**src/shared/tof_seq_regs.svh**
```systemverilog
// Timing constants for the time-of-flight drive sequencer
`ifndef TOF_SEQ_REGS_SVH
`define TOF_SEQ_REGS_SVH

// System clock period in ns (40 MHz)
`define CLK_PERIOD_NS        25
// Readout clock divider: 40 MHz / 8 = 5 MHz linear, / 4 = 10 MHz area
`define LIN_DIV              8
`define AREA_DIV             4
// Linear format: pixels per line
`define LIN_PIXELS           272
// Area format: per-row clocks split into charge transfer and pixels
`define ROW_XFER_CLKS        40
`define ROW_PIX_CLKS         168
`define ROW_TOTAL_CLKS       208
`define AREA_ROWS            128
// Gate and emission pulse widths in ns per range
`define PULSE_NS_4M5         30
`define PULSE_NS_6M          40
`define PULSE_NS_9M          60
// Width of counters
`define CNT_W                16

`endif

```
**src/shared/tof_seq_pkg.sv**
```systemverilog
// Types used by the controller end of the sequencer link and the testbench
`default_nettype none
package tof_seq_pkg;

  // Readout format of the sensor
  typedef enum logic [0:0] {
    FMT_LINEAR = 1'b0,
    FMT_AREA   = 1'b1
  } fmt_t;

  // Pulse width selection by maximum range
  typedef enum logic [1:0] {
    RANGE_4M5 = 2'h0,
    RANGE_6M  = 2'h1,
    RANGE_9M  = 2'h2
  } range_t;

  // Controller frame states, one-hot
  typedef enum logic [5:0] {
    ST_IDLE  = 6'h01,
    ST_RSTRD = 6'h02,
    ST_EMIT  = 6'h04,
    ST_ECHO  = 6'h08,
    ST_AMB   = 6'h10,
    ST_READ  = 6'h20
  } ctl_state_t;

endpackage : tof_seq_pkg
`default_nettype wire

```
**src/shared/tof_link_if.sv**
```systemverilog
// Interface joining the timing controller and the sensor model
`timescale 1ns/100ps
`default_nettype none
interface tof_link_if;
  logic        first_transfer_gate;
  logic        second_transfer_gate;
  logic        charge_drain_gate;
  logic        pixel_reset;
  logic        read_clk_en;
  logic        row_start;
  logic        light_pulse;
  logic [11:0] first_phase_output;
  logic [11:0] second_phase_output;
  logic        pixel_valid;

  // Timing generator side
  modport ctl (
    output first_transfer_gate, second_transfer_gate, charge_drain_gate,
    output pixel_reset, read_clk_en, row_start, light_pulse,
    input  first_phase_output, second_phase_output, pixel_valid
  );
  // Sensor side
  modport dev (
    input  first_transfer_gate, second_transfer_gate, charge_drain_gate,
    input  pixel_reset, read_clk_en, row_start, light_pulse,
    output first_phase_output, second_phase_output, pixel_valid
  );
endinterface : tof_link_if
`default_nettype wire

```
**src/core/tof_clk_div.sv**
```systemverilog
// Divider producing a one-cycle readout clock enable
`timescale 1ns/100ps
`default_nettype none
module tof_clk_div #(
  parameter int W = 4
) (
  // Clock and reset
  input  wire logic         mclk_i,
  input  wire logic         rstn_i,
  // Control
  input  wire logic         run_i,
  input  wire logic [W-1:0] div_i,
  // Enable pulse
  output logic              tick_o
);
  logic [W-1:0] cnt_q;
  logic [W-1:0] cnt_d;

  // Count down to zero, restarting while stopped so phase is fixed
  always_comb begin
    if (!run_i || cnt_q == '0) begin
      cnt_d = div_i - W'(1);
    end else begin
      cnt_d = cnt_q - W'(1);
    end
  end

  always_ff @(posedge mclk_i or negedge rstn_i) begin
    if (!rstn_i) begin
      cnt_q <= '0;
    end else begin
      cnt_q <= cnt_d;
    end
  end

  assign tick_o = run_i && (cnt_q == '0);
endmodule : tof_clk_div
`default_nettype wire

```
**src/core/tof_seq_ctl.sv**
```systemverilog
// Controller end: frame sequencing, gate drive, readout and distance math
`timescale 1ns/100ps
`default_nettype none
`include "tof_seq_regs.svh"
module tof_seq_ctl #(
  parameter int PIXW  = 12,
  parameter int CW    = `CNT_W,
  parameter int LINES = `AREA_ROWS
) (
  // Clock and reset
  input  wire logic                   mclk_i,
  input  wire logic                   rstn_i,
  // Frame control
  input  wire logic                   start_i,
  input  wire tof_seq_pkg::fmt_t      fmt_i,
  input  wire tof_seq_pkg::range_t    range_i,
  input  wire logic [CW-1:0]          reps_i,
  input  wire logic [3:0]             nd_reads_i,
  input  wire logic                   skip_reset_read_i,
  input  wire logic                   amb_sub_i,
  input  wire logic [PIXW-1:0]        saturation_threshold_i,
  // Light source
  output logic                        light_pulse_o,
  // Results
  output logic                        busy_o,
  output logic                        px_valid_o,
  output logic [PIXW-1:0]             px_delta_o,
  output logic [PIXW-1:0]             echo_delay_o,
  output logic                        px_sat_o,
  // Link
  tof_link_if.ctl                     link
);
  localparam int PW = 3;
  tof_seq_pkg::ctl_state_t st_q, st_d;
  logic [CW-1:0]   rep_q, rep_d;
  logic [PW-1:0]   ph_q, ph_d;
  logic [CW-1:0]   pix_q, pix_d;
  logic [CW-1:0]   row_q, row_d;
  logic [3:0]      nd_q, nd_d;
  logic            amb_q, amb_d;
  logic [PIXW-1:0] base1_q, base1_d, base2_q, base2_d;
  logic [PIXW-1:0] dly_q, dly_d, dlt_q, dlt_d;
  logic            pv_q, pv_d, sat_q, sat_d;
  logic [PW-1:0]   pw_cyc;
  logic            tick;
  logic [3:0]      div;
  logic [CW-1:0]   line_len, nrows;

  // Pulse width in clocks: ns rounded up to whole 25 ns cycles
  function automatic logic [PW-1:0] ns2cyc(input int ns);
    ns2cyc = PW'((ns + `CLK_PERIOD_NS - 1) / `CLK_PERIOD_NS);
  endfunction : ns2cyc

  // Width by range; coarse at 40 MHz, so 30 and 40 ns both give 2 cycles
  always_comb begin
    case (range_i)
      tof_seq_pkg::RANGE_6M: pw_cyc = ns2cyc(`PULSE_NS_6M);
      tof_seq_pkg::RANGE_9M: pw_cyc = ns2cyc(`PULSE_NS_9M);
      default:               pw_cyc = ns2cyc(`PULSE_NS_4M5);
    endcase
  end

  // Readout rate and geometry by format
  assign div      = (fmt_i == tof_seq_pkg::FMT_AREA) ? 4'(`AREA_DIV) : 4'(`LIN_DIV);
  assign line_len = (fmt_i == tof_seq_pkg::FMT_AREA) ? CW'(`ROW_TOTAL_CLKS) : CW'(`LIN_PIXELS);
  assign nrows    = (fmt_i == tof_seq_pkg::FMT_AREA) ? CW'(LINES) : CW'(1);

  tof_clk_div #(.W(4)) u_div (
    .mclk_i (mclk_i),
    .rstn_i (rstn_i),
    .run_i  ((st_q == tof_seq_pkg::ST_READ) || (st_q == tof_seq_pkg::ST_RSTRD)),
    .div_i  (div),
    .tick_o (tick)
  );

  // Frame sequencer: reset read, emit/echo cycles, ambient pass, reads
  always_comb begin
    st_d  = st_q;
    rep_d = rep_q;
    ph_d  = ph_q;
    pix_d = pix_q;
    row_d = row_q;
    nd_d  = nd_q;
    amb_d = amb_q;
    case (st_q)
      tof_seq_pkg::ST_IDLE: begin
        if (start_i) begin
          rep_d = '0;
          ph_d  = '0;
          pix_d = '0;
          row_d = '0;
          nd_d  = '0;
          amb_d = 1'b0;
          st_d  = skip_reset_read_i ? tof_seq_pkg::ST_EMIT : tof_seq_pkg::ST_RSTRD;
        end
      end
      tof_seq_pkg::ST_EMIT: begin
        ph_d = ph_q + PW'(1);
        if (ph_q == pw_cyc - PW'(1)) begin
          ph_d = '0;
          st_d = tof_seq_pkg::ST_ECHO;
        end
      end
      tof_seq_pkg::ST_ECHO: begin
        ph_d = ph_q + PW'(1);
        if (ph_q == pw_cyc - PW'(1)) begin
          ph_d  = '0;
          rep_d = rep_q + CW'(1);
          st_d  = tof_seq_pkg::ST_AMB;
        end
      end
      tof_seq_pkg::ST_AMB: begin
        // One drain cycle between pulses discards ambient charge
        if (rep_q >= reps_i) begin
          rep_d = '0;
          st_d  = tof_seq_pkg::ST_READ;
        end else begin
          st_d  = tof_seq_pkg::ST_EMIT;
        end
      end
      tof_seq_pkg::ST_RSTRD, tof_seq_pkg::ST_READ: begin
        if (tick) begin
          pix_d = pix_q + CW'(1);
          if (pix_q == line_len - CW'(1)) begin
            pix_d = '0;
            row_d = row_q + CW'(1);
            if (row_q == nrows - CW'(1)) begin
              row_d = '0;
              if (st_q == tof_seq_pkg::ST_RSTRD) begin
                st_d = tof_seq_pkg::ST_EMIT;
              end else if (nd_q + 4'(1) < nd_reads_i) begin
                nd_d = nd_q + 4'(1);
                st_d = tof_seq_pkg::ST_EMIT;
              end else if (amb_sub_i && !amb_q) begin
                amb_d = 1'b1;
                nd_d  = '0;
                st_d  = tof_seq_pkg::ST_EMIT;
              end else begin
                st_d = tof_seq_pkg::ST_IDLE;
              end
            end
          end
        end
      end
      default: st_d = tof_seq_pkg::ST_IDLE;
    endcase
  end

  always_ff @(posedge mclk_i or negedge rstn_i) begin
    if (!rstn_i) begin
      st_q  <= tof_seq_pkg::ST_IDLE;
      rep_q <= '0;
      ph_q  <= '0;
      pix_q <= '0;
      row_q <= '0;
      nd_q  <= '0;
      amb_q <= 1'b0;
    end else begin
      st_q  <= st_d;
      rep_q <= rep_d;
      ph_q  <= ph_d;
      pix_q <= pix_d;
      row_q <= row_d;
      nd_q  <= nd_d;
      amb_q <= amb_d;
    end
  end

  // Gate drive; drain whenever neither transfer gate is on
  assign link.first_transfer_gate  = (st_q == tof_seq_pkg::ST_EMIT);
  assign link.second_transfer_gate = (st_q == tof_seq_pkg::ST_ECHO);
  assign link.charge_drain_gate    = !link.first_transfer_gate && !link.second_transfer_gate;
  assign link.pixel_reset          = (st_q == tof_seq_pkg::ST_IDLE);
  // Only pixel clocks sample; the 40 transfer clocks of an area row do not
  assign link.read_clk_en = tick && !(fmt_i == tof_seq_pkg::FMT_AREA && pix_q < CW'(`ROW_XFER_CLKS));
  assign link.row_start   = tick && (pix_q == '0);
  assign link.light_pulse = (st_q == tof_seq_pkg::ST_EMIT) && !amb_q;
  assign light_pulse_o    = link.light_pulse;

  // Arithmetic on returned samples: baseline subtraction and delay ratio
  always_comb begin
    base1_d = base1_q;
    base2_d = base2_q;
    dly_d   = dly_q;
    dlt_d   = dlt_q;
    sat_d   = sat_q;
    pv_d    = 1'b0;
    if (start_i && st_q == tof_seq_pkg::ST_IDLE) begin
      base1_d = '0;
      base2_d = '0;
    end else if (link.pixel_valid) begin
      // Later read minus earlier; ambient pass holds ambient baseline
      dlt_d = link.second_phase_output - base2_q;
      if (link.first_phase_output - base1_q + link.second_phase_output - base2_q != '0) begin
        dly_d = PIXW'((({{PIXW{1'b0}}, dlt_d}) << PIXW) /
                {{PIXW{1'b0}}, PIXW'(link.first_phase_output - base1_q + dlt_d)});
      end else begin
        dly_d = '0;
      end
      sat_d = (link.first_phase_output > saturation_threshold_i) ||
              (link.second_phase_output > saturation_threshold_i);
      pv_d  = 1'b1;
      base1_d = link.first_phase_output;
      base2_d = link.second_phase_output;
    end
  end

  always_ff @(posedge mclk_i or negedge rstn_i) begin
    if (!rstn_i) begin
      base1_q <= '0;
      base2_q <= '0;
      dly_q   <= '0;
      dlt_q   <= '0;
      sat_q   <= 1'b0;
      pv_q    <= 1'b0;
    end else begin
      base1_q <= base1_d;
      base2_q <= base2_d;
      dly_q   <= dly_d;
      dlt_q   <= dlt_d;
      sat_q   <= sat_d;
      pv_q    <= pv_d;
    end
  end

  assign busy_o       = (st_q != tof_seq_pkg::ST_IDLE);
  assign px_valid_o   = pv_q;
  assign px_delta_o   = dlt_q;
  assign echo_delay_o = dly_q;
  assign px_sat_o     = sat_q;
endmodule : tof_seq_ctl
`default_nettype wire

```
**src/flat_wrapper.sv**
```systemverilog
// flat-port wrapper written by rule: the top's interface ports become plain ports
module tof_seq_ctl_flat 
#(
  parameter int PIXW  = 12,
  parameter int CW    = `CNT_W,
  parameter int LINES = `AREA_ROWS
)
  (mclk_i, rstn_i, start_i, fmt_i, range_i, reps_i, nd_reads_i, skip_reset_read_i, amb_sub_i, saturation_threshold_i, light_pulse_o, busy_o, px_valid_o, px_delta_o, echo_delay_o, px_sat_o, link_first_transfer_gate, link_second_transfer_gate, link_charge_drain_gate, link_pixel_reset, link_read_clk_en, link_row_start, link_light_pulse, link_first_phase_output, link_second_phase_output, link_pixel_valid);
  tof_link_if link_i ();
  input  wire logic mclk_i;
  input  wire logic rstn_i;
  input  wire logic start_i;
  input  wire tof_seq_pkg::fmt_t fmt_i;
  input  wire tof_seq_pkg::range_t range_i;
  input  wire logic [CW-1:0] reps_i;
  input  wire logic [3:0] nd_reads_i;
  input  wire logic skip_reset_read_i;
  input  wire logic amb_sub_i;
  input  wire logic [PIXW-1:0] saturation_threshold_i;
  output logic light_pulse_o;
  output logic busy_o;
  output logic px_valid_o;
  output logic [PIXW-1:0] px_delta_o;
  output logic [PIXW-1:0] echo_delay_o;
  output logic px_sat_o;
  output wire logic [$bits(link_i.first_transfer_gate)-1:0] link_first_transfer_gate;
  output wire logic [$bits(link_i.second_transfer_gate)-1:0] link_second_transfer_gate;
  output wire logic [$bits(link_i.charge_drain_gate)-1:0] link_charge_drain_gate;
  output wire logic [$bits(link_i.pixel_reset)-1:0] link_pixel_reset;
  output wire logic [$bits(link_i.read_clk_en)-1:0] link_read_clk_en;
  output wire logic [$bits(link_i.row_start)-1:0] link_row_start;
  output wire logic [$bits(link_i.light_pulse)-1:0] link_light_pulse;
  input wire logic [$bits(link_i.first_phase_output)-1:0] link_first_phase_output;
  input wire logic [$bits(link_i.second_phase_output)-1:0] link_second_phase_output;
  input wire logic [$bits(link_i.pixel_valid)-1:0] link_pixel_valid;
  assign link_first_transfer_gate = link_i.first_transfer_gate;
  assign link_second_transfer_gate = link_i.second_transfer_gate;
  assign link_charge_drain_gate = link_i.charge_drain_gate;
  assign link_pixel_reset = link_i.pixel_reset;
  assign link_read_clk_en = link_i.read_clk_en;
  assign link_row_start = link_i.row_start;
  assign link_light_pulse = link_i.light_pulse;
  assign link_i.first_phase_output = link_first_phase_output;
  assign link_i.second_phase_output = link_second_phase_output;
  assign link_i.pixel_valid = link_pixel_valid;
  tof_seq_ctl #(.PIXW(PIXW), .CW(CW), .LINES(LINES)) u_core (.mclk_i(mclk_i), .rstn_i(rstn_i), .start_i(start_i), .fmt_i(fmt_i), .range_i(range_i), .reps_i(reps_i), .nd_reads_i(nd_reads_i), .skip_reset_read_i(skip_reset_read_i), .amb_sub_i(amb_sub_i), .saturation_threshold_i(saturation_threshold_i), .light_pulse_o(light_pulse_o), .busy_o(busy_o), .px_valid_o(px_valid_o), .px_delta_o(px_delta_o), .echo_delay_o(echo_delay_o), .px_sat_o(px_sat_o), .link(link_i));
endmodule
```
**config.mk**
```make
export PLATFORM = sky130hd
export DESIGN_NAME = tof_seq_ctl_flat
export DESIGN_NICKNAME = d
export VERILOG_FILES = /design/src/shared/tof_seq_pkg.sv /design/src/shared/tof_link_if.sv /design/src/core/tof_clk_div.sv /design/src/core/tof_seq_ctl.sv /design/src/flat_wrapper.sv
export VERILOG_INCLUDE_DIRS = /design/src /design/src/shared
export SDC_FILE = /design/constraint.sdc
export NUM_CORES = 1
export LEC_CHECK = 0
export ABC_AREA = 1
export BUFFER_PORTS_ARGS = -buffer_cell sky130_fd_sc_hd__buf_2
export CAP_MARGIN = 20
export CORE_ASPECT_RATIO = 1.2
export CORE_MARGIN = 8
export CORE_UTILIZATION = 55
export DETAILED_ROUTE_END_ITERATION = 16
export GPL_TIMING_DRIVEN = 0
export PLACE_DENSITY = 0.72
export SYNTH_ARGS = -nofsm -noshare
export SYNTH_HDL_FRONTEND = slang
export SYNTH_HIERARCHICAL = 1
export SYNTH_SLANG_ARGS = --single-unit
```
**constraint.sdc**
```tcl
create_clock -name mclk_i -period 75.6 [get_ports mclk_i]
set_input_delay 3.78 -clock mclk_i [delete_from_list [all_inputs] [get_ports mclk_i]]
set_output_delay 3.78 -clock mclk_i [all_outputs]
set_load 0.01 [all_outputs]
```
# Word level (Yosys, flattened, before mapping)
# Cells that the tools add are included.
# word_totals
ramBits	0
romBits	0
latch_bits	0
output_inout_bits	35
memories	0
register_bits	116
input_bits	65
# classes
muxes	54
n_lt_le_gt_ge	5
reduce_logical	33
addsub	15
div	1
multipliers	0
bitwise	1
n_shift	0
n_eq_ne	22
# op_table
operator	n
2-to-1 mux 16 bit	8
one-hot mux 16 bit (2 select lines)	2
2-to-1 mux 12 bit	5
2-to-1 mux 6 bit	9
adder 16 x 1 -> 16 bit, second input constant	3
one-hot mux 16 bit (3 select lines)	1
2-to-1 mux 4 bit	9
subtractor 12 bit	3
== test 16 bit	2
subtractor 16 x 1 -> 16 bit, second input constant	2
one-hot mux 6 bit (5 select lines)	1
adder 12 bit	2
divider 24 x 12 -> 24 bit	1
> comparator 12 bit	2
greater-or-equal comparator 16 bit	1
zero test 16 bit	1
< comparator 16 x 6 -> 1 bit, second input constant	1
2-to-1 mux 3 bit	4
nonzero test 12 bit	1
2-to-1 mux 1 bit	10
inequality test 2 x 1 -> 1 bit, second input constant	5
inequality test 2 bit, second input constant	5
2-to-1 mux 9 bit	1
logical AND 1 bit	8
other kinds (32)	44

# Logic depth before layout (Yosys ltp)
# Gate-level depths: netlist of run 1.
# logic_depth
word_depth	9
depth_mapped	384
mapped_depth_nobuf	358

# Cells and area by module
# Netlist of run 1, hierarchy kept.
# by_module_without_submodules
module	cells_per_inst	area_each_um2	n_inst
tof_seq_ctl	3438	21889.7	1
tof_clk_div	38	296.5	1

# Least setup slack after synthesis of run 1
# Ideal clock, no wire load.
# synth_timing
kind	input to register
startpoint	in link_second_phase_output[0]
endpoint	reg u_core.dly_q[0] (netlist: u_core/echo_delay_o[0])
cell_stages	358
path_buffers	30
setup_time_ns	0.116
path_slack_ns	23.139
arrival_ns	52.345
path_cell_list	inv_1 > ha_1 > inv_1 > fa_1 > nand3_1 > nand3_1 > nand2_1 > nand2_1 > xor2_1 > inv_1 > ha_1 > nand2_1 > inv_1 > nand3_1 > nand3_1 > xnor2_1 > nand2_1 > nor2_1 > [... 322 more ...] > nand2_1 > nor2_1 > nand3_2 > inv_2 > buf_4 > nand2_1 > o21ai_1 > ha_1 > a21oi_1 > nor2_1 > a211oi_1 > nand2_1 > nor2_1 > nand3_1 > nor2_1 > nand3_1 > nand2_1 > nand2_1
# synth_between
elab_chain_len	4
# synth_lines
element	line_no	rtl
start, declared	flat_wrapper.sv:34	input wire logic [$bits(link_i.second_phase_output)-1:0] link_second_phase_output;
subtractor 12 bit / adder 12 bit (equally long branches)	tof_seq_ctl.sv:193, tof_seq_ctl.sv:194	
adder 12 bit / subtractor 12 bit (equally long branches)	tof_seq_ctl.sv:196, tof_seq_ctl.sv:194	
divider 24 x 12 -> 24 bit / nonzero test 12 bit (equally long branches)	tof_seq_ctl.sv:195, tof_seq_ctl.sv:194	
2-to-1 mux 12 bit (*)	tof_seq_ctl.sv:194	if (link.first_phase_output - base1_q + link.second_phase_output - base2_q != '0) begin
end signal, assigned	tof_seq_ctl.sv:219	dly_q <= dly_d;
end, declared	tof_seq_ctl.sv:42	logic [PIXW-1:0] dly_q, dly_d, dlt_q, dlt_d;
# Every way passes the cells marked *; elsewhere a longest branch is shown, timed or not.
# A chain may end at the register's enable or synchronous reset.

# Final worst setup path of run 1
# Ends and elaborated chain as after synthesis.

==> results of run 1 <==
layer usage:
layer  track usage  share of wire  wire, um  up-vias
li1              -              -         -    11900
met1         0.333           0.45     28000    10600
met2         0.459           0.48     30100      544
met3        0.0305          0.049      3030       93
met4        0.0759          0.022      1370        0
met5             0              0         0        -
cell type report:
class	count	area, um2
multi-input combinational	2810	17200
fill	3814	15600
sequential	116	2900
inverter	499	1870
tap	533	667
timing repair buffer	107	664
clock buffer	17	425
buffer	53	292
clock inverter	15	146
antenna	1	2.50
final timing paths:
path,end,slack [ns],cells past startpoint
max,u_core/echo_delay_o[0],10.97,356
min,u_core/echo_delay_o[0],0.48,2
max reg2reg,u_core/echo_delay_o[0],14.12,354
min reg2reg,u_core/echo_delay_o[0],0.48,2
max in group asynchronous,u_core/echo_delay_o[10],71.60,2
min in group asynchronous,u_core/pix_q[8],3.23,1
per-stage QoR:
stage	hold WS, ns	util
after CTS	0.484	0.607
final	0.479	0.608
after global routing	0.505	0.608
after global placement	0.463	0.588
after detailed placement	0.470	0.593
after floorplan	0.459	-
cell usage in the layout, fill, tap and decap left out, types with 8 or more instances in the layout:
| cell type | synthesis | final |
|---|---|---|
| o21bai_1 | 35 | 35 |
| clkbuf_16 | 0 | 17 |
| nand2_2 | 47 | 47 |
| inv_1 | 474 | 474 |
| xnor2_1 | 97 | 95 |
| nor2_1 | 249 | 249 |
| nor2_2 | 21 | 21 |
| a211oi_1 | 10 | 10 |
| dfrtp_1 | 115 | 115 |
| nand4_1 | 73 | 73 |
| ha_1 | 304 | 304 |
| nand3b_1 | 8 | 8 |
| nand3_1 | 197 | 197 |
| nor4_1 | 22 | 22 |
| buf_2 | 2 | 100 |
| xor2_1 | 118 | 116 |
| or2_2 | 22 | 22 |
| o21ai_2 | 12 | 12 |
| buf_6 | 7 | 8 |
| nand2_4 | 9 | 9 |
| nand3_2 | 31 | 31 |
| inv_2 | 18 | 18 |
| a21oi_1 | 232 | 232 |
| a21o_1 | 38 | 38 |
| fa_1 | 15 | 15 |
| o21ai_0 | 260 | 260 |
| o21a_1 | 11 | 11 |
| clkbuf_1 | 33 | 33 |
| o21ai_1 | 35 | 35 |
| nand2_1 | 822 | 822 |
| buf_4 | 10 | 10 |
| o31ai_1 | 8 | 8 |
| nor3_1 | 51 | 51 |
kinds of logic (layout without fill, tap and decap cells):
| logic type | count (synthesis) | after routing | share of synthesized area |
|---|---|---|---|
| compound gates | 691 | 691 | 0.177 |
| other cells | 1 | 4 | 0.000169 |
| buf+inv | 552 | 691 | 0.0976 |
| mux | 1 | 1 | 0.000508 |
| fa+ha+maj | 319 | 319 | 0.185 |
| simple gates | 1580 | 1580 | 0.324 |
| flops | 116 | 116 | 0.131 |
| xor+xnor | 216 | 216 | 0.0856 |
critical path: cells and delay by family:
kind	cells	cell delay (ns)
AND/OR/NAND/NOR	136	15.11
adder cells (fa/ha/maj)	27	9.11
buffers and inverters	64	12.19
AO/OA/AOI/OAI	127	23.78
XOR/XNOR	2	0.80
cell usage after synthesis, types with 7 or more instances:
master	n	share of area
nand3b_1	8	0.0027
xnor2_1	97	0.038
nor2_4	7	0.0036
buf_4	10	0.0034
or2_2	22	0.0062
o31ai_1	8	0.0027
nor3_1	51	0.012
nand4_1	73	0.021
clkbuf_1	33	0.0056
nand2_1	822	0.14
inv_1	474	0.080
nand2_4	9	0.0046
ha_1	304	0.17
fa_1	15	0.014
nand3_2	31	0.014
a31oi_1	7	0.0020
nor2_1	249	0.042
dfrtp_1	115	0.13
inv_2	18	0.0030
buf_6	7	0.0036
o21bai_1	35	0.012
nor2_2	21	0.0059
o21ai_0	260	0.059
o21ai_1	35	0.0079
nand3_1	197	0.044
o21ai_2	12	0.0047
clkinv_1	7	0.0012
xor2_1	118	0.047
and2_1	7	0.0020
a21o_1	38	0.013
o21a_1	11	0.0037
a21oi_1	232	0.052
nand2_2	47	0.013
nor4_1	22	0.0062
a211oi_1	10	0.0034
state kept, by name (all words and copies together) (netlist names), 6 cells and up:
| register | flops |
|---|---|
| u_core/st_q | 6 |
| u_core/base1_q | 12 |
| u_core/base2_q | 12 |
| u_core/row_q | 16 |
| u_core/echo_delay_o | 12 |
| u_core/px_delta_o | 12 |
| u_core/rep_q | 16 |
| u_core/pix_q | 16 |
==> reports/results.tsv, run 1 <==
metric	value	unit
status	completed	
worstSetupStartpointType	primary input	
wl	62500	um
synth_edf_count	0	
antenna_found_initial	0	
slew_violations	0	
coreArea	39700	um2
worstMarginPinSlew	1.15	ns
fmax	15.5	MHz
area_delta_synth_final	8.91	%
worstSkewPairLatency	0.45	ns
grt_overflow	0	
clk_pin_slew	0.06	ns
startpoint	link_second_phase_output[0]	
critPathSlowestCell	inv_1	
fin_skew	0.0221	ns
cp_common_cell	nand2_1	
die_area	47000	um2
synthArstFlopShare	1.00	
root_buffer	clkbuf_16	
vias_per_cell	5.55	
clkSinkCount	116	
setup_viol	0	
drc	0	
ys_warn_count	6	
track_usage	0.263	
grt_pass1_wl	104000	um
cp_max_fo	19	
post_cts_buffers	0	
rsz0062_at_grt	false	
synth.distinct_cells	68	
dieHeight	236	um
final_cells	4151	
fin_setup_tns	0	ns
grt_max_degree	82	
fin_crit	64.63	ns
cts_buffer_depth	2	
hold_violations	0	
drive_above_1_share	0.0957	
wire_per_inst	15.1	um
io_pins	100	
rows	80	
drt_iter0_drc	1389	
cpPeakStageDelay	0.78	ns
gp_congestion	0.926	
port_buffers	99	
htree_levels	4	
cts.repair.resized	0	
drv_cap	0	
path_class	in2reg	
chipWidth	199	um
initial_core_util	0.558	
r2r_start	u_core/base2_q[0]	
slew_headroom	0.230	
place_ws	11.19	ns
arrival	64.96	ns
placed_area	23500	um2
synth-main-ff-cell	dfrtp_1	
grt_pass1_vias	21800	
fin_crit_sh	0.855	
postCtsHoldBufs	0	
cts_tree	built	
synth_cells	3476	
final_antenna_net_count	0	
placedCellCount	4116	
seq_area_frac_synth	0.131	
synth_area	22200	um2
worst_slack	10.97	ns
ys_ff_latch	116	
end_kind	flop	
hpwl	50500	um
vias	23000	
cts_buffers	17	
drt_first_pass_iters	8	
hp-class	reg2reg	
min_from	u_core/echo_delay_o[0]	
syn_avg_cell_area	6.38	um2
crit_required	75.93	ns
final_area	24200	um2
nets	3988	
Power of run 1 is left out: the tool's default activity adds up to more than one toggle a clock period on the data nets, which glitch-free logic cannot reach.
==> run 2: changes to the inputs <==
CELL_PAD_IN_SITES_DETAIL_PLACEMENT = 1   (was unset)
CELL_PAD_IN_SITES_GLOBAL_PLACEMENT = 2   (was unset)
CORE_UTILIZATION = 39   (was 55)
CTS_BUF_LIST = sky130_fd_sc_hd__clkbuf_2 sky130_fd_sc_hd__clkbuf_4 sky130_fd_sc_hd__clkbuf_8   (was unset)
PLACE_DENSITY = 0.9   (was 0.72)
==> run 2 against run 1 <==
  * Sequential cell count unchanged
  * Setup slack worse by 0.78 ns
  * Register-to-register slack lost 0.80 ns
  * Wire length up 18%
  * Critical path type unchanged
  * Sequential share of layout area shrank 0.092 points
  * Highest routed layer unchanged
  * Die area is 38% higher
  * Critical path depth up 2
==> reports/results.tsv, run 2 (synthesized netlist as in run 1, its figures left out) <==
metric	value	unit
worstSkewPairLatency	0.51	ns
post_cts_buffers	0	
startpoint	link_second_phase_output[0]	
whs_path_depth	2	
port_buffers	99	
hold_violations	0	
fin_crit_sh	0.865	
fin_crit	65.42	ns
vias	23600	
wire_per_inst	17.0	um
drc	0	
top_regs	u_core/pix_q (16), u_core/rep_q (16), u_core/row_q (16)	
clkSinkCount	116	
path_class	in2reg	
cp_max_fo	10	
crit_required	75.98	ns
gp_congestion	0.874	
hold_slack	0.485	ns
drt_iter0_drc	906	
dieHeight	277	um
die_area	64800	um2
htree_levels	4	
arrival	65.80	ns
final_antenna_net_count	0	
status	completed	
postCtsHoldBufs	0	
rows	95	
drv_cap	0	
cts_buffer_depth	2	
vias_per_cell	5.42	
rsz0062_at_grt	false	
critPathSlowestCell	xor2_1	
worstSetupStartpointType	primary input	
r2r-end	u_core/echo_delay_o[0]	
initial_core_util	0.395	
grt_pass1_wl	123000	um
setup_viol	0	
root_buffer	clkbuf_8	
layout_common_cells	nand2_1 (822), inv_1 (474), ha_1 (304), o21ai_0 (260), nor2_1 (249)	
cts_tree	built	
cp_common_cell	nand2_1	
worst_slack	10.18	ns
utilization	0.434	
grt_max_degree	85	
cpPeakStageDelay	0.64	ns
min_to	u_core/echo_delay_o[4]	
antenna_found_initial	2	
nets	3992	
hp-class	reg2reg	
worstMarginPinSlew	1.13	ns
drive_above_1_share	0.0967	
chipWidth	234	um
r2r_start	u_core/base2_q[0]	
area_delta_synth_final	9.75	%
r2r_cells	356	
fin_skew	0.0326	ns
track_usage	0.228	
slew_violations	0	
coreArea	56100	um2
io_pins	100	
min_from	u_core/echo_delay_o[4]	
hpwl	62000	um
end_kind	flop	
path_delay_family	compound AO/OA/AOI/OAI gates	
fmax	15.3	MHz
cp_num_buf_inv	63	
cts.repair.resized	0	
grt_pass1_vias	25200	
place_ws	10.08	ns
clk_pin_slew	0.09	ns
slew_headroom	0.243	
grt_overflow	0	
drt_first_pass_iters	4	
final_common_cell	nand2_1	
cts_buffers	17	
fin_setup_tns	0	ns
r2r_slack	13.32	ns
wl	73800	um
run 2: stage by stage:
step / instances / area [um2]
after floorplan: 3478 / 22200
after global placement: 4304 / 23600
after detailed placement: 4314 / 23900
after CTS: 4346 / 24300
after global routing: 4348 / 24300
final: 4349 / 24300
run 2: worst register-to-register path, delay by kind of cell, from the launching register on:
| family | cells | cell delay, ns |
|---|---|---|
| AOI/OAI and AO/OA | 126 | 23.81 |
| and+or+nand+nor | 141 | 16.54 |
| buffers and inverters | 61 | 11.60 |
| adders and majority gates | 27 | 9.20 |
| xor gates and xnor gates | 1 | 0.64 |
| DFF | 1 | 0.40 |
run 2: cell type report:
type | count | area (um2)
fillers | 7635 | 31800
clock buffers | 18 | 248
clock inverters | 14 | 125
repair buffers | 111 | 807
diodes | 1 | 2.50
plain buffers | 53 | 292
well taps | 727 | 910
multi-input cells | 2810 | 17200
inverters | 499 | 1870
flip-flops and latches | 116 | 2900
run 2: metal layers:
layer  vias to the layer above  GRT usage  share of wire  wire, um
met5                         -          0              0         0
met4                         0     0.0604          0.021      1580
met3                       110     0.0280          0.027      1960
met2                       276      0.417           0.50     37000
met1                     11400      0.276           0.45     33200
li1                      11800          -              -         -
run 2: how the worst max path moves through the flow:
stage	endpoint	cells after the start
finish	u_core/echo_delay_o[0]	358
global route	u_core/echo_delay_o[0]	361
CTS	u_core/echo_delay_o[0]	357
detailed placement	u_core/echo_delay_o[0]	357
global placement	u_core/echo_delay_o[0]	358
floorplan	u_core/echo_delay_o[0]	358
Power of run 2 is left out for the same reason.
==> run 3: changes to the inputs <==
==> constraint.sdc (replaced) <==
create_clock -name mclk_i -period 75.6 [get_ports mclk_i]
set_input_delay 15.12 -clock mclk_i [delete_from_list [all_inputs] [get_ports mclk_i]]
set_output_delay 15.12 -clock mclk_i [all_outputs]
set_load 0.01 [all_outputs]
==> run 3 against run 2 <==
  * Utilization is 0.38 points higher
  * Critical endpoint unchanged
  * Sequential cell count stayed put
  * Count of clock-buffer cells in the layout stayed put
  * Clock skew is 0.0021 ns higher
  * Sequential share of layout area is 0.10 points lower
  * Global-route usage hardly changed
  * Wire length is 0.26% higher
  * Design area is 0.88% higher
  * Via count is 0.15% lower
  * Highest routed layer unchanged
  * Worst hold slack hardly changed
==> reports/results.tsv, run 3 (synthesized netlist as in run 1, its figures left out) <==
metric	value	unit
setup_viol	0	
hold_violations	0	
startpoint	link_second_phase_output[0]	
worstMarginPinSlew	1.12	ns
cts_buffers	17	
fillCellCount	7620	
worstSetupStartpointType	primary input	
hold_slack	0.485	ns
htree_levels	4	
final_area	24600	um2
end_kind	flop	
cts_tree	built	
coreArea	56100	um2
nets	3995	
drt_first_pass_iters	4	
min_from	u_core/echo_delay_o[4]	
fin_crit	70.40	ns
cp_max_fo	19	
use_met1	0.275	
fmax	14.2	MHz
rows	95	
path_class	in2reg	
globalRouteMet3Util	0.0285	
port_buffers	99	
slew_violations	0	
arrival	70.78	ns
antenna_found_initial	2	
placed_area	23900	um2
vias	23500	
drive_above_1_share	0.109	
top_usage_layer	met2	
drv_cap	0	
wire_per_inst	17.0	um
cts_buffer_depth	2	
dieHeight	277	um
utilization	0.438	
drt_iter0_drc	902	
postCtsHoldBufs	0	
critPathSlowestCell	fa_1	
gp_congestion	0.874	
track_usage	0.228	
grt_overflow	0	
final_common_cell	nand2_1	
top_regs	u_core/pix_q (16), u_core/rep_q (16), u_core/row_q (16)	
drc	0	
worst_slack	5.20	ns
wl	73900	um
fin_crit_sh	0.931	
hp-class	reg2reg	
layout_common_cells	nand2_1 (818), inv_1 (473), ha_1 (304), nor2_1 (246), o21ai_0 (245)	
place_ws	-1.26	ns
clk_pin_slew	0.09	ns
io_pins	100	
fin_skew	0.0346	ns
hpwl	62000	um
cpPeakStageDelay	0.47	ns
slew_headroom	0.253	
initial_core_util	0.395	
die_area	64800	um2
grt_max_degree	85	
cp_common_cell	nand2_1	
root_buffer	clkbuf_8	
r2r_start	u_core/base2_q[0]	
rsz0062_at_grt	false	
clkSinkCount	116	
crit_required	75.99	ns
final_antenna_net_count	0	
chipWidth	234	um
grt_pass1_vias	25200	
worstSkewPairLatency	0.51	ns
vias_per_cell	5.41	
grt_pass1_wl	123000	um
grt_use_met2	0.417	
area_delta_synth_final	10.7	%
status	completed	
-- run 3: changes by cell type in the layout (fill, tap and decap cells not counted), sizes merged --
| cell | delta |
|---|---|
| clkinv | -2 |
| clkbuf | -2 |
| clkinvlp | +2 |
| buf | +5 |
-- run 3: final timing paths --
check | endpoint | slack, ns | cells after the start
max | u_core/echo_delay_o[0] | 5.20 | 365
min | u_core/echo_delay_o[4] | 0.49 | 2
max in group asynchronous | u_core/px_delta_o[0] | 60.26 | 2
min in group asynchronous | u_core/pix_q[9] | 14.51 | 1
max reg2reg | u_core/echo_delay_o[0] | 19.67 | 363
min reg2reg | u_core/echo_delay_o[4] | 0.49 | 2
-- run 3: critical path: cells and delay by family --
family | cells | cell delay (ns)
and+or+nand+nor | 144 | 15.53
buffers and inverters | 64 | 9.51
AOI/OAI and AO/OA | 128 | 21.19
xor gates and xnor gates | 2 | 0.56
adders and majority gates | 27 | 8.69
-- run 3: through the flow --
stage               std cells  TNS [ns]
floorplan                3478         0
global placement         4304     -1.21
detailed placement       4314     -1.26
CTS                      4346         0
global route             4351         0
finish                   4352         0
-- run 3: final cells by class --
type	instances	area, um2	area share
multi-input cells	2810	17300	0.705
flip-flops and latches	116	2900	0.118
well taps	727	910	0.0370
plain buffers	52	328	0.0133
diodes	1	2.50	0.000102
clock buffers	18	248	0.0101
inverters	499	1880	0.0766
clock inverters	14	125	0.00509
repair buffers	115	837	0.0341
-- run 3: timing repair --
item | in CTS | in global routing
endpoints found under the hold margin | 0 | 0
setup buffers | 1 | 3
resized for setup | 6 | 84
pin swaps | 1 | 1
endpoints found under the setup margin | 1 | 3
-- run 3: per-layer routing --
metal,up-vias,share of wire
met5,-,0
met4,0,0.021
met3,110,0.026
met2,252,0.50
met1,11400,0.45
li1,11800,-
Power of run 3 is left out for the same reason.
